==> src/shared/lprs_pkg.sv <==
// Purpose: Shared constants for the linear pixel readout sequencer
// Assumes: One clock (mclk_i) serves as the sensor shift clock
// Notes: Counts are in shift-clock cycles
package lprs_pkg;
	// Geometry of the line
	localparam int LPRS_NUM_SECTIONS = 2;
	localparam int LPRS_PIX_PER_SECTION = 64;
	localparam int LPRS_LINE_PIXELS = 128;
	// Default width of a digitised pixel sample
	localparam int LPRS_SAMPLE_W = 12;
	// Depth of the sample buffer in front of each section output
	localparam int LPRS_FIFO_DEPTH = 16;
	// Edge, counted from the start edge, at which a section goes idle
	localparam int LPRS_END_EDGE = LPRS_PIX_PER_SECTION + 1;
	// Upper limit for the shift clock seen by the sensor
	localparam int LPRS_SHIFT_CLK_MAX_KHZ = 500;
	// Reset values
	localparam logic LPRS_OE_N_RST = 1'b1;
	localparam logic LPRS_CHAIN_RST = 1'b0;
	// Section activity as reported on the status outputs
	typedef enum logic [1:0] {
		LPRS_ST_IDLE = 2'b00,
		LPRS_ST_READOUT = 2'b01,
		LPRS_ST_LAST = 2'b10
	} lprs_state_t;
endpackage

==> src/rtl/lprs_readout.sv <==
// Purpose: Readout sequencer of a two-section, 128-pixel linear light sensor
// Assumes: mclk_i is the shift clock; start inputs are synchronous to it
// Notes: Analog outputs are carried as sample words plus an active-low enable
`timescale 1ns/1ps

// Sample buffer: registered ready toward the front end, show-ahead read side
module lprs_fifo
	import lprs_pkg::*;
#(
	parameter int WIDTH = LPRS_SAMPLE_W,
	parameter int DEPTH = LPRS_FIFO_DEPTH
)
(
	input wire logic mclk_i,               // Shift clock
	input wire logic resetn_i,             // Async reset, active low
	input wire logic in_valid_i,           // Sample offered
	input wire logic [WIDTH-1:0] in_data_i, // Sample word
	output logic in_ready_o,               // Room for one more sample
	output logic out_valid_o,              // Sample available
	output logic [WIDTH-1:0] out_data_o,   // Oldest sample
	input wire logic out_ready_i           // Consumer takes the sample
);
	localparam int AW = (DEPTH > 1) ? $clog2(DEPTH) : 1;
	localparam int CW = $clog2(DEPTH + 1);
	localparam logic [CW-1:0] FULL_CNT = CW'(DEPTH);
	localparam logic [AW-1:0] LAST_PTR = AW'(DEPTH - 1);

	logic [WIDTH-1:0] mem [DEPTH];
	logic [AW-1:0] wr_ptr_r;
	logic [AW-1:0] rd_ptr_r;
	logic [CW-1:0] count_r;
	logic [CW-1:0] count_nxt;
	logic ready_r;

	wire push = in_valid_i & ready_r;
	wire pop = out_ready_i & (count_r != '0);
	wire [AW-1:0] wr_ptr_inc = (wr_ptr_r == LAST_PTR) ? '0 : wr_ptr_r + 1'b1;
	wire [AW-1:0] rd_ptr_inc = (rd_ptr_r == LAST_PTR) ? '0 : rd_ptr_r + 1'b1;

	assign count_nxt = count_r + CW'(push) - CW'(pop);
	assign in_ready_o = ready_r;
	assign out_valid_o = (count_r != '0);
	assign out_data_o = mem[rd_ptr_r];

	always_ff @(posedge mclk_i)
	begin
		if (push)
			mem[wr_ptr_r] <= in_data_i;
	end

	always_ff @(posedge mclk_i or negedge resetn_i)
	begin
		if (!resetn_i)
		begin
			wr_ptr_r <= '0;
			rd_ptr_r <= '0;
			count_r <= '0;
			ready_r <= 1'b0;
		end
		else
		begin
			if (push)
				wr_ptr_r <= wr_ptr_inc;
			if (pop)
				rd_ptr_r <= rd_ptr_inc;
			count_r <= count_nxt;
			// Ready is registered so the front end sees a clean level
			ready_r <= (count_nxt != FULL_CNT);
		end
	end
endmodule

// Stage chain of one section: a single token walks one stage per clock
module lprs_shift_chain
	import lprs_pkg::*;
#(
	parameter int STAGES = LPRS_PIX_PER_SECTION
)
(
	input wire logic mclk_i,               // Shift clock
	input wire logic resetn_i,             // Async reset, active low
	input wire logic start_i,              // Start taken at this edge
	output logic [STAGES-1:0] token_nxt_o  // Stage contents after this edge
);
	logic [STAGES-1:0] stage_q;
	logic [STAGES-1:0] stage_nxt;

	// A start in mid-sequence clears the later stages, so one token is in flight
	for (genvar b = 0; b < STAGES; b++)
	begin : g_stage
		logic bit_r;

		if (b == 0)
		begin : g_head
			assign stage_nxt[b] = start_i;
		end
		else
		begin : g_body
			assign stage_nxt[b] = ~start_i & stage_q[b-1];
		end

		always_ff @(posedge mclk_i or negedge resetn_i)
		begin
			if (!resetn_i)
				bit_r <= 1'b0;
			else
				bit_r <= stage_nxt[b];
		end

		assign stage_q[b] = bit_r;
	end

	assign token_nxt_o = stage_nxt;
endmodule

// Phase generator: transfer and sense-node reset phases of one section
module lprs_phase_gen
	import lprs_pkg::*;
(
	input wire logic mclk_i,   // Shift clock
	input wire logic resetn_i, // Async reset, active low
	input wire logic active_i, // Section shows a pixel after this edge
	output logic xfer_o,       // Charge transfer phase
	output logic srst_o        // Sense-node reset phase
);
	logic xfer_r;
	logic srst_r;

	// Sense node is reset every cycle, idle or not, so the reference is always fresh
	wire xfer_nxt = active_i;
	wire srst_nxt = 1'b1;

	always_ff @(posedge mclk_i or negedge resetn_i)
	begin
		if (!resetn_i)
		begin
			xfer_r <= 1'b0;
			srst_r <= 1'b0;
		end
		else
		begin
			xfer_r <= xfer_nxt;
			srst_r <= srst_nxt;
		end
	end

	assign xfer_o = xfer_r;
	assign srst_o = srst_r;
endmodule

module lprs_readout
	import lprs_pkg::*;
#(
	parameter int SAMPLE_W = LPRS_SAMPLE_W,
	parameter int FIFO_DEPTH = LPRS_FIFO_DEPTH
)
(
	input wire logic mclk_i,                               // Shift clock
	input wire logic resetn_i,                             // Async reset, active low
	input wire logic section1_start_in_i,                  // Start of section one
	input wire logic section2_start_in_i,                  // Start of section two
	output logic section1_chain_out_o,                     // Chained start, section one
	output logic section2_chain_out_o,                     // Chained start, section two
	output logic [SAMPLE_W-1:0] section1_analog_out_o,     // Pixel level, section one
	output logic section1_analog_oe_n_o,                   // Driver enable, section one
	output logic [SAMPLE_W-1:0] section2_analog_out_o,     // Pixel level, section two
	output logic section2_analog_oe_n_o,                   // Driver enable, section two
	input wire logic [LPRS_NUM_SECTIONS-1:0] sample_valid_i, // Front-end sample offered
	input wire logic [LPRS_NUM_SECTIONS*SAMPLE_W-1:0] sample_data_i, // Samples
	output logic [LPRS_NUM_SECTIONS-1:0] sample_ready_o,   // Buffer has room
	output logic [LPRS_NUM_SECTIONS-1:0] charge_xfer_o,    // Move pixel charge to sense node
	output logic [LPRS_NUM_SECTIONS-1:0] sense_reset_o,    // Sense-node reset phase
	output logic [LPRS_NUM_SECTIONS-1:0] underrun_o,       // No sample when one was due
	output logic [2*LPRS_NUM_SECTIONS-1:0] section_state_o // lprs_state_t per section
);
	localparam int NS = LPRS_NUM_SECTIONS;
	localparam int NP = LPRS_PIX_PER_SECTION;

	wire [NS-1:0] start_in = {section2_start_in_i, section1_start_in_i};
	logic [NS-1:0] chain_q;
	logic [NS-1:0] oe_n_q;
	logic [NS*SAMPLE_W-1:0] level_q;

	for (genvar s = 0; s < NS; s++)
	begin : g_sec
		logic [NP-1:0] token_nxt;
		logic chain_r;
		logic oe_n_r;
		logic [SAMPLE_W-1:0] level_r;
		logic xfer;
		logic srst;
		logic underrun_r;
		logic underrun_nxt;
		lprs_state_t state_r;
		lprs_state_t state_nxt;
		logic fifo_valid;
		logic [SAMPLE_W-1:0] fifo_data;

		// A start edge loads a fresh token and drops any sequence in flight
		wire start_edge = start_in[s];
		lprs_shift_chain #(
			.STAGES(NP)
		) u_chain (
			.mclk_i(mclk_i),
			.resetn_i(resetn_i),
			.start_i(start_edge),
			.token_nxt_o(token_nxt)
		);
		// Token in bit k-1 marks the cycle in which pixel k is presented
		wire active_nxt = |token_nxt;
		wire last_nxt = token_nxt[NP-1];
		wire take = active_nxt;
		wire missing = take & ~fifo_valid;

		assign underrun_nxt = missing | (underrun_r & ~start_edge);
		assign state_nxt = last_nxt ? LPRS_ST_LAST :
			(active_nxt ? LPRS_ST_READOUT : LPRS_ST_IDLE);

		lprs_fifo #(
			.WIDTH(SAMPLE_W),
			.DEPTH(FIFO_DEPTH)
		) u_buf (
			.mclk_i(mclk_i),
			.resetn_i(resetn_i),
			.in_valid_i(sample_valid_i[s]),
			.in_data_i(sample_data_i[s*SAMPLE_W +: SAMPLE_W]),
			.in_ready_o(sample_ready_o[s]),
			.out_valid_o(fifo_valid),
			.out_data_o(fifo_data),
			.out_ready_i(take)
		);

		lprs_phase_gen u_phase (
			.mclk_i(mclk_i),
			.resetn_i(resetn_i),
			.active_i(active_nxt),
			.xfer_o(xfer),
			.srst_o(srst)
		);

		always_ff @(posedge mclk_i or negedge resetn_i)
		begin
			if (!resetn_i)
			begin
				chain_r <= LPRS_CHAIN_RST;
				oe_n_r <= LPRS_OE_N_RST;
				level_r <= '0;
				underrun_r <= 1'b0;
				state_r <= LPRS_ST_IDLE;
			end
			else
			begin
				chain_r <= last_nxt;
				oe_n_r <= ~active_nxt;
				level_r <= (take & fifo_valid) ? fifo_data : '0;
				underrun_r <= underrun_nxt;
				state_r <= state_nxt;
			end
		end

		assign chain_q[s] = chain_r;
		assign oe_n_q[s] = oe_n_r;
		assign level_q[s*SAMPLE_W +: SAMPLE_W] = level_r;
		assign charge_xfer_o[s] = xfer;
		assign sense_reset_o[s] = srst;
		assign underrun_o[s] = underrun_r;
		assign section_state_o[2*s +: 2] = state_r;
	end

	// Serial mode relies on section one's chain being wired to section two's start
	assign section1_chain_out_o = chain_q[0];
	assign section2_chain_out_o = chain_q[1];
	assign section1_analog_oe_n_o = oe_n_q[0];
	assign section2_analog_oe_n_o = oe_n_q[1];
	assign section1_analog_out_o = level_q[0 +: SAMPLE_W];
	assign section2_analog_out_o = level_q[SAMPLE_W +: SAMPLE_W];
endmodule

==> config.mk <==
export PLATFORM = sky130hd
export DESIGN_NAME = lprs_readout
export DESIGN_NICKNAME = d
export VERILOG_FILES = /design/src/shared/lprs_pkg.sv /design/src/rtl/lprs_readout.sv
export SDC_FILE = /design/constraint.sdc
export NUM_CORES = 1
export LEC_CHECK = 0
export BUFFER_PORTS_ARGS = -buffer_cell sky130_fd_sc_hd__buf_2
export CAP_MARGIN = 40
export CORE_MARGIN = 1.5
export CORE_UTILIZATION = 50
export CTS_CLUSTER_DIAMETER = 30
export DETAILED_ROUTE_END_ITERATION = 7
export PLACE_DENSITY = 0.79
export SYNTH_ARGS = -nofsm -noshare
export SYNTH_HDL_FRONTEND = slang
export SYNTH_SLANG_ARGS = --single-unit
==> constraint.sdc <==
create_clock -name mclk_i -period 3.2 [get_ports mclk_i]
set_input_delay 0.96 -clock mclk_i [delete_from_list [all_inputs] [get_ports mclk_i]]
set_output_delay 0.96 -clock mclk_i [all_outputs]
set_load 0.01 [all_outputs]
==> summary.txt <==
=================================================================================================================
Initial antenna violation count ....................................................................            3
Length of the first detailed-routing pass in iterations ............................................            8
Proportion of synthesized area in mux cells ........................................................        10.2%
DRC viols ..........................................................................................            0
Longest Clk Path Bufs ..............................................................................            3
Startpoint type of the worst setup path ............................................................    flip-flop
Port Buffers .......................................................................................           69
# hold bufs at CTS .................................................................................            0
Instance area after placement ......................................................................    22900 µm²
Status ............................................................................................. finished clean
DR iter-0 viols ....................................................................................          919
Share of cells above drive strength 1 ..............................................................        25.6%
Die Area ...........................................................................................    44900 µm²
Syn Nets ...........................................................................................         1274
Max frequency ......................................................................................      332 MHz
Overall track demand over capacity in global routing ...............................................        20.7%
Placed wire-length estimate ........................................................................     24900 µm
Reg-to-Reg Start ................................................................................... g_sec[0].u_buf.count_r[2]
Endpoints failing hold .............................................................................            0
Number of synthesized flops with an enable pin .....................................................          384
Setup-violating endpoint count in the final report .................................................            0
Die W ..............................................................................................       212 µm
Layout Area Growth over Synthesis ..................................................................        21.3%
Area share of xor/xnor cells in the synthesized design .............................................       0.482%
Largest net degree at the start of global routing ..................................................           68
Antenna Violating Nets Remaining ...................................................................            0
Worst setup slack for register-to-register paths ...................................................      0.18 ns
Final weighted congestion in routability-driven placement ..........................................        0.751
Die height .........................................................................................       212 µm
Clock sink total ...................................................................................          573
Worst ir drop on vdd ...............................................................................       835 µV
Share of the cycle needed by the critical path after routing .......................................        94.2%
Final non-filler cell area .........................................................................    26500 µm²
Total number of vias ...............................................................................        11300
Internal power .....................................................................................     18500 µW
Sequential share of the synthesized area ...........................................................        74.5%
Cell count after synthesis .........................................................................         1220
Inserted Clock Buffers .............................................................................           99
Clock Pin Slew Worst Setup and Hold Paths ..........................................................      0.05 ns
Net switching share of the total power .............................................................        27.6%
Deepest level of the CTS H-tree ....................................................................            3
Uppermost layer routed .............................................................................         met5
FP Rows ............................................................................................           76
Leftover overflow at the end of global routing .....................................................            0
Nets@finish ........................................................................................         1419
Kind of end point of the critical path .............................................................    flip-flop
Post-Place Worst Slack .............................................................................    -0.102 ns
Met1 WL ............................................................................................     17200 µm
Largest family of logic cells by synthesized area .................................................. multiplexers
Pwr Total ..........................................................................................     25600 µW
Warning count from the yosys run ...................................................................            0
Origin of the worst setup path ..................................................................... g_sec[0].u_buf.count_r[2]
Reg2reg end ........................................................................................ g_sec[0].u_buf.in_ready_o
Wire length of the first global-routing pass .......................................................     69200 µm
Path class of the lowest-slack min-delay path ...................................................... input pin to asynchronous set/reset pin
TritonCTS clock tree ...............................................................................        built
Final slew viol count ..............................................................................            0
Kind of critical path .............................................................................. flip-flop to flip-flop
Data required time of the critical path ............................................................      3.68 ns
Initial core utilization ...........................................................................        50.7%
Crit path capture .................................................................................. g_sec[0].u_buf.in_ready_o
Rel. slew slack ....................................................................................        49.2%
Switching power of the nets ........................................................................      7080 µW
Actual slew at the worst max-slew pin ..............................................................     0.762 ns
Drt via density ....................................................................................         5.57
Dominant register cell in the synthesized netlist ..................................................     edfxtp_1
Arrival time of the worst setup path ...............................................................      3.50 ns
Post-route setup slack .............................................................................     0.184 ns
Synth Cell Area ....................................................................................    21800 µm²
Number of distinct library cell variants in the gate-level netlist after synthesis .................           42
Synthesized area divided by synthesized cell count .................................................     17.9 µm²
Power per unit of standard cell area ...............................................................   968 nW/µm²
Fraction of power consumed by sequential logic .....................................................        36.9%
Core Area ..........................................................................................    43100 µm²
Setup repair after global routing missed its margin ................................................           no
Worst-skew pair later-pin latency ..................................................................      0.62 ns
Max Cap Viol .......................................................................................            0
Boundary pin count .................................................................................           70
Share of synthesized cell area in and, or, nand and nor gates ......................................        7.49%
Total detailed-routing wirelength ..................................................................     44900 µm
Depth of the worst register-to-register path .......................................................           14
Portion of total power attributed to the clock network .............................................        42.8%
DR WL met3 .........................................................................................      2940 µm
Number of global-route vias before repair ..........................................................        12100
Total met2 wirelength after detailed routing .......................................................     23300 µm
Reported leakage power .............................................................................    0.0102 µW
Register bit count reported by yosys ...............................................................          573
Post-layout min period .............................................................................      3.02 ns
Arithmetic-cell share of the synthesized area counting full adders, half adders and majority gates .        1.44%
Routed length per placed instance ..................................................................      22.1 µm
Synthesized-area fraction occupied by ao, oa, aoi and oai cells ....................................        3.38%
Proportion of synthesized flip-flops having asynchronous set or reset ..............................        33.0%
Root Buffer ........................................................................................    clkbuf_16
Worst clock skew on the final layout ...............................................................    0.0279 ns
Largest driver fanout on the critical path .........................................................            4
Comb pwr share .....................................................................................        20.3%
=================================================================================================================
kinds of logic (layout without fill, tap and decap cells):
| kind of cell | Yosys count | after routing |
|---|---|---|
| DFF | 573 | 573 |
| buffers and inverters | 94 | 322 |
| muxes | 143 | 143 |
| AOI/OAI and AO/OA | 101 | 101 |
| and+or+nand+nor | 272 | 272 |
| other | 1 | 3 |
| xor gates and xnor gates | 12 | 12 |
| adders and majority gates | 24 | 24 |
per-stage QoR:
stage | utilization, % | hold slack, ns | setup TNS (ns) | std cells
after floorplan | - | 0.465 | -0.206 | 1220
after global placement | 53.2 | 0.473 | -0.0446 | 1849
after detailed placement | 53.2 | 0.481 | -0.144 | 1849
after CTS | 61.4 | 0.353 | 0 | 2033
after global routing | 61.5 | 0.384 | 0 | 2034
final | 61.5 | 0.362 | 0 | 2035
cells in the final DEF (no fill, tap or decap), types with 5 or more instances in the layout:
master / netlist / routed
inv_2: 0 / 5
nand3_1: 10 / 10
clkinvlp_4: 0 / 10
mux4_2: 63 / 63
nand2_1: 31 / 31
and2_1: 24 / 24
ha_1: 22 / 18
bufinv_16: 0 / 17
o22ai_1: 21 / 21
clkinv_2: 0 / 19
o21ai_0: 10 / 10
inv_6: 0 / 8
xnor2_1: 6 / 6
clkbuf_1: 32 / 10
nor4_1: 32 / 28
nor2_1: 8 / 8
a211oi_1: 19 / 19
and3_1: 10 / 10
o221ai_1: 38 / 38
buf_4: 18 / 36
a21oi_1: 6 / 5
clkbuf_8: 0 / 9
nor2b_1: 131 / 131
mux2i_1: 76 / 76
nand4_1: 10 / 10
xor2_1: 6 / 6
buf_2: 2 / 68
clkbuf_16: 0 / 102
dfrtp_1: 187 / 185
inv_1: 29 / 24
clkinv_1: 0 / 6
edfxtp_1: 384 / 384
power groups by stage:
stage	logic (µW)	registers [µW]	clock network [µW]
floorplan	3970	9220	0
global placement	4890	9520	0
detailed placement	5050	9560	0
CTS	5210	9470	11100
global route	5610	9540	11500
finish	5200	9450	11000
state kept, by name, indices dropped and copies added (netlist names), 8 cells and up:
name and cells:
g_sec.u_buf.rd_ptr_r 8, g_sec.u_chain.g_stage.bit_r 126, g_sec.u_buf.wr_ptr_r 8, section2_analog_out_o 12, section1_analog_out_o 12, g_sec.u_buf.mem 384
g_sec.u_buf.count_r 10
synthesized netlist by cell type (3+ instances only):
cell      count  area, µm²
and3_1       10       62.6
xnor2_1       6       52.6
a211oi_1     19        143
edfxtp_1    384      11500
ha_1         22        275
nor4_1       32        200
o22ai_1      21        131
inv_1        29        109
mux4_2       63       1420
dfrtp_1     187       4680
nand2_1      31        116
nand2b_1      3       18.8
a21oi_1       6       30.0
buf_8         3       45.0
nor2_1        8       30.0
o21ai_0      10       50.1
a21o_1        4       30.0
nand4_1      10       62.6
buf_6        10        113
nor2b_1     131        820
clkbuf_1     32        120
nor3_1        4       20.0
xor2_1        6       52.6
nand3_1      10       50.1
o221ai_1     38        333
buf_4        18        135
and2_1       24        150
mux2i_1      76        761
worst max-delay path, cell delays in order, from the launching register on:
cell      delay (ns)
dfrtp_1         0.38
inv_1           0.08
ha_1            0.14
or4b_2          0.65
or2b_4          0.24
inv_2           0.04
ha_4            0.25
inv_2           0.04
ha_4            0.15
fa_2            0.35
a21oi_2         0.14
nor2_1          0.05
nor2_1          0.12
xnor2_1         0.16
nand3b_1        0.10
worst min-delay path by stage:
stage / end / slack [ns] / depth (start not counted)
after global routing: g_sec[1].u_chain.g_stage[16].bit_r / 0.38 / 1
after floorplan: g_sec[0].u_chain.g_stage[13].bit_r / 0.46 / 1
final: g_sec[1].u_chain.g_stage[13].bit_r / 0.36 / 1
after global placement: g_sec[1].u_chain.g_stage[22].bit_r / 0.47 / 1
after CTS: g_sec[1].u_chain.g_stage[38].bit_r / 0.35 / 1
after detailed placement: g_sec[0].u_chain.g_stage[31].bit_r / 0.48 / 1
repair_timing:
item	4_1_cts	5_1_grt
resized for setup	0	3
setup buffers	0	0
endpoints found under the setup margin	0	2
layer usage:
| metal | track usage [%] | vias to the layer above |
|---|---|---|
| li1 | - | 4994 |
| met1 | 25.5 | 5809 |
| met2 | 35.3 | 423 |
| met3 | 4.38 | 102 |
| met4 | 9.09 | 2 |
| met5 | 0 | - |
layout make-up:
cell class | count | area [µm²]
diodes | 2 | 5.00
clock buffers | 120 | 2700
clock inverters | 64 | 830
fillers | 2862 | 16600
inverters | 29 | 109
multi-input cells | 553 | 5120
flip-flops and latches | 573 | 16300
well taps | 585 | 732
repair buffers | 109 | 704
Power figures use the tool's default switching activity.
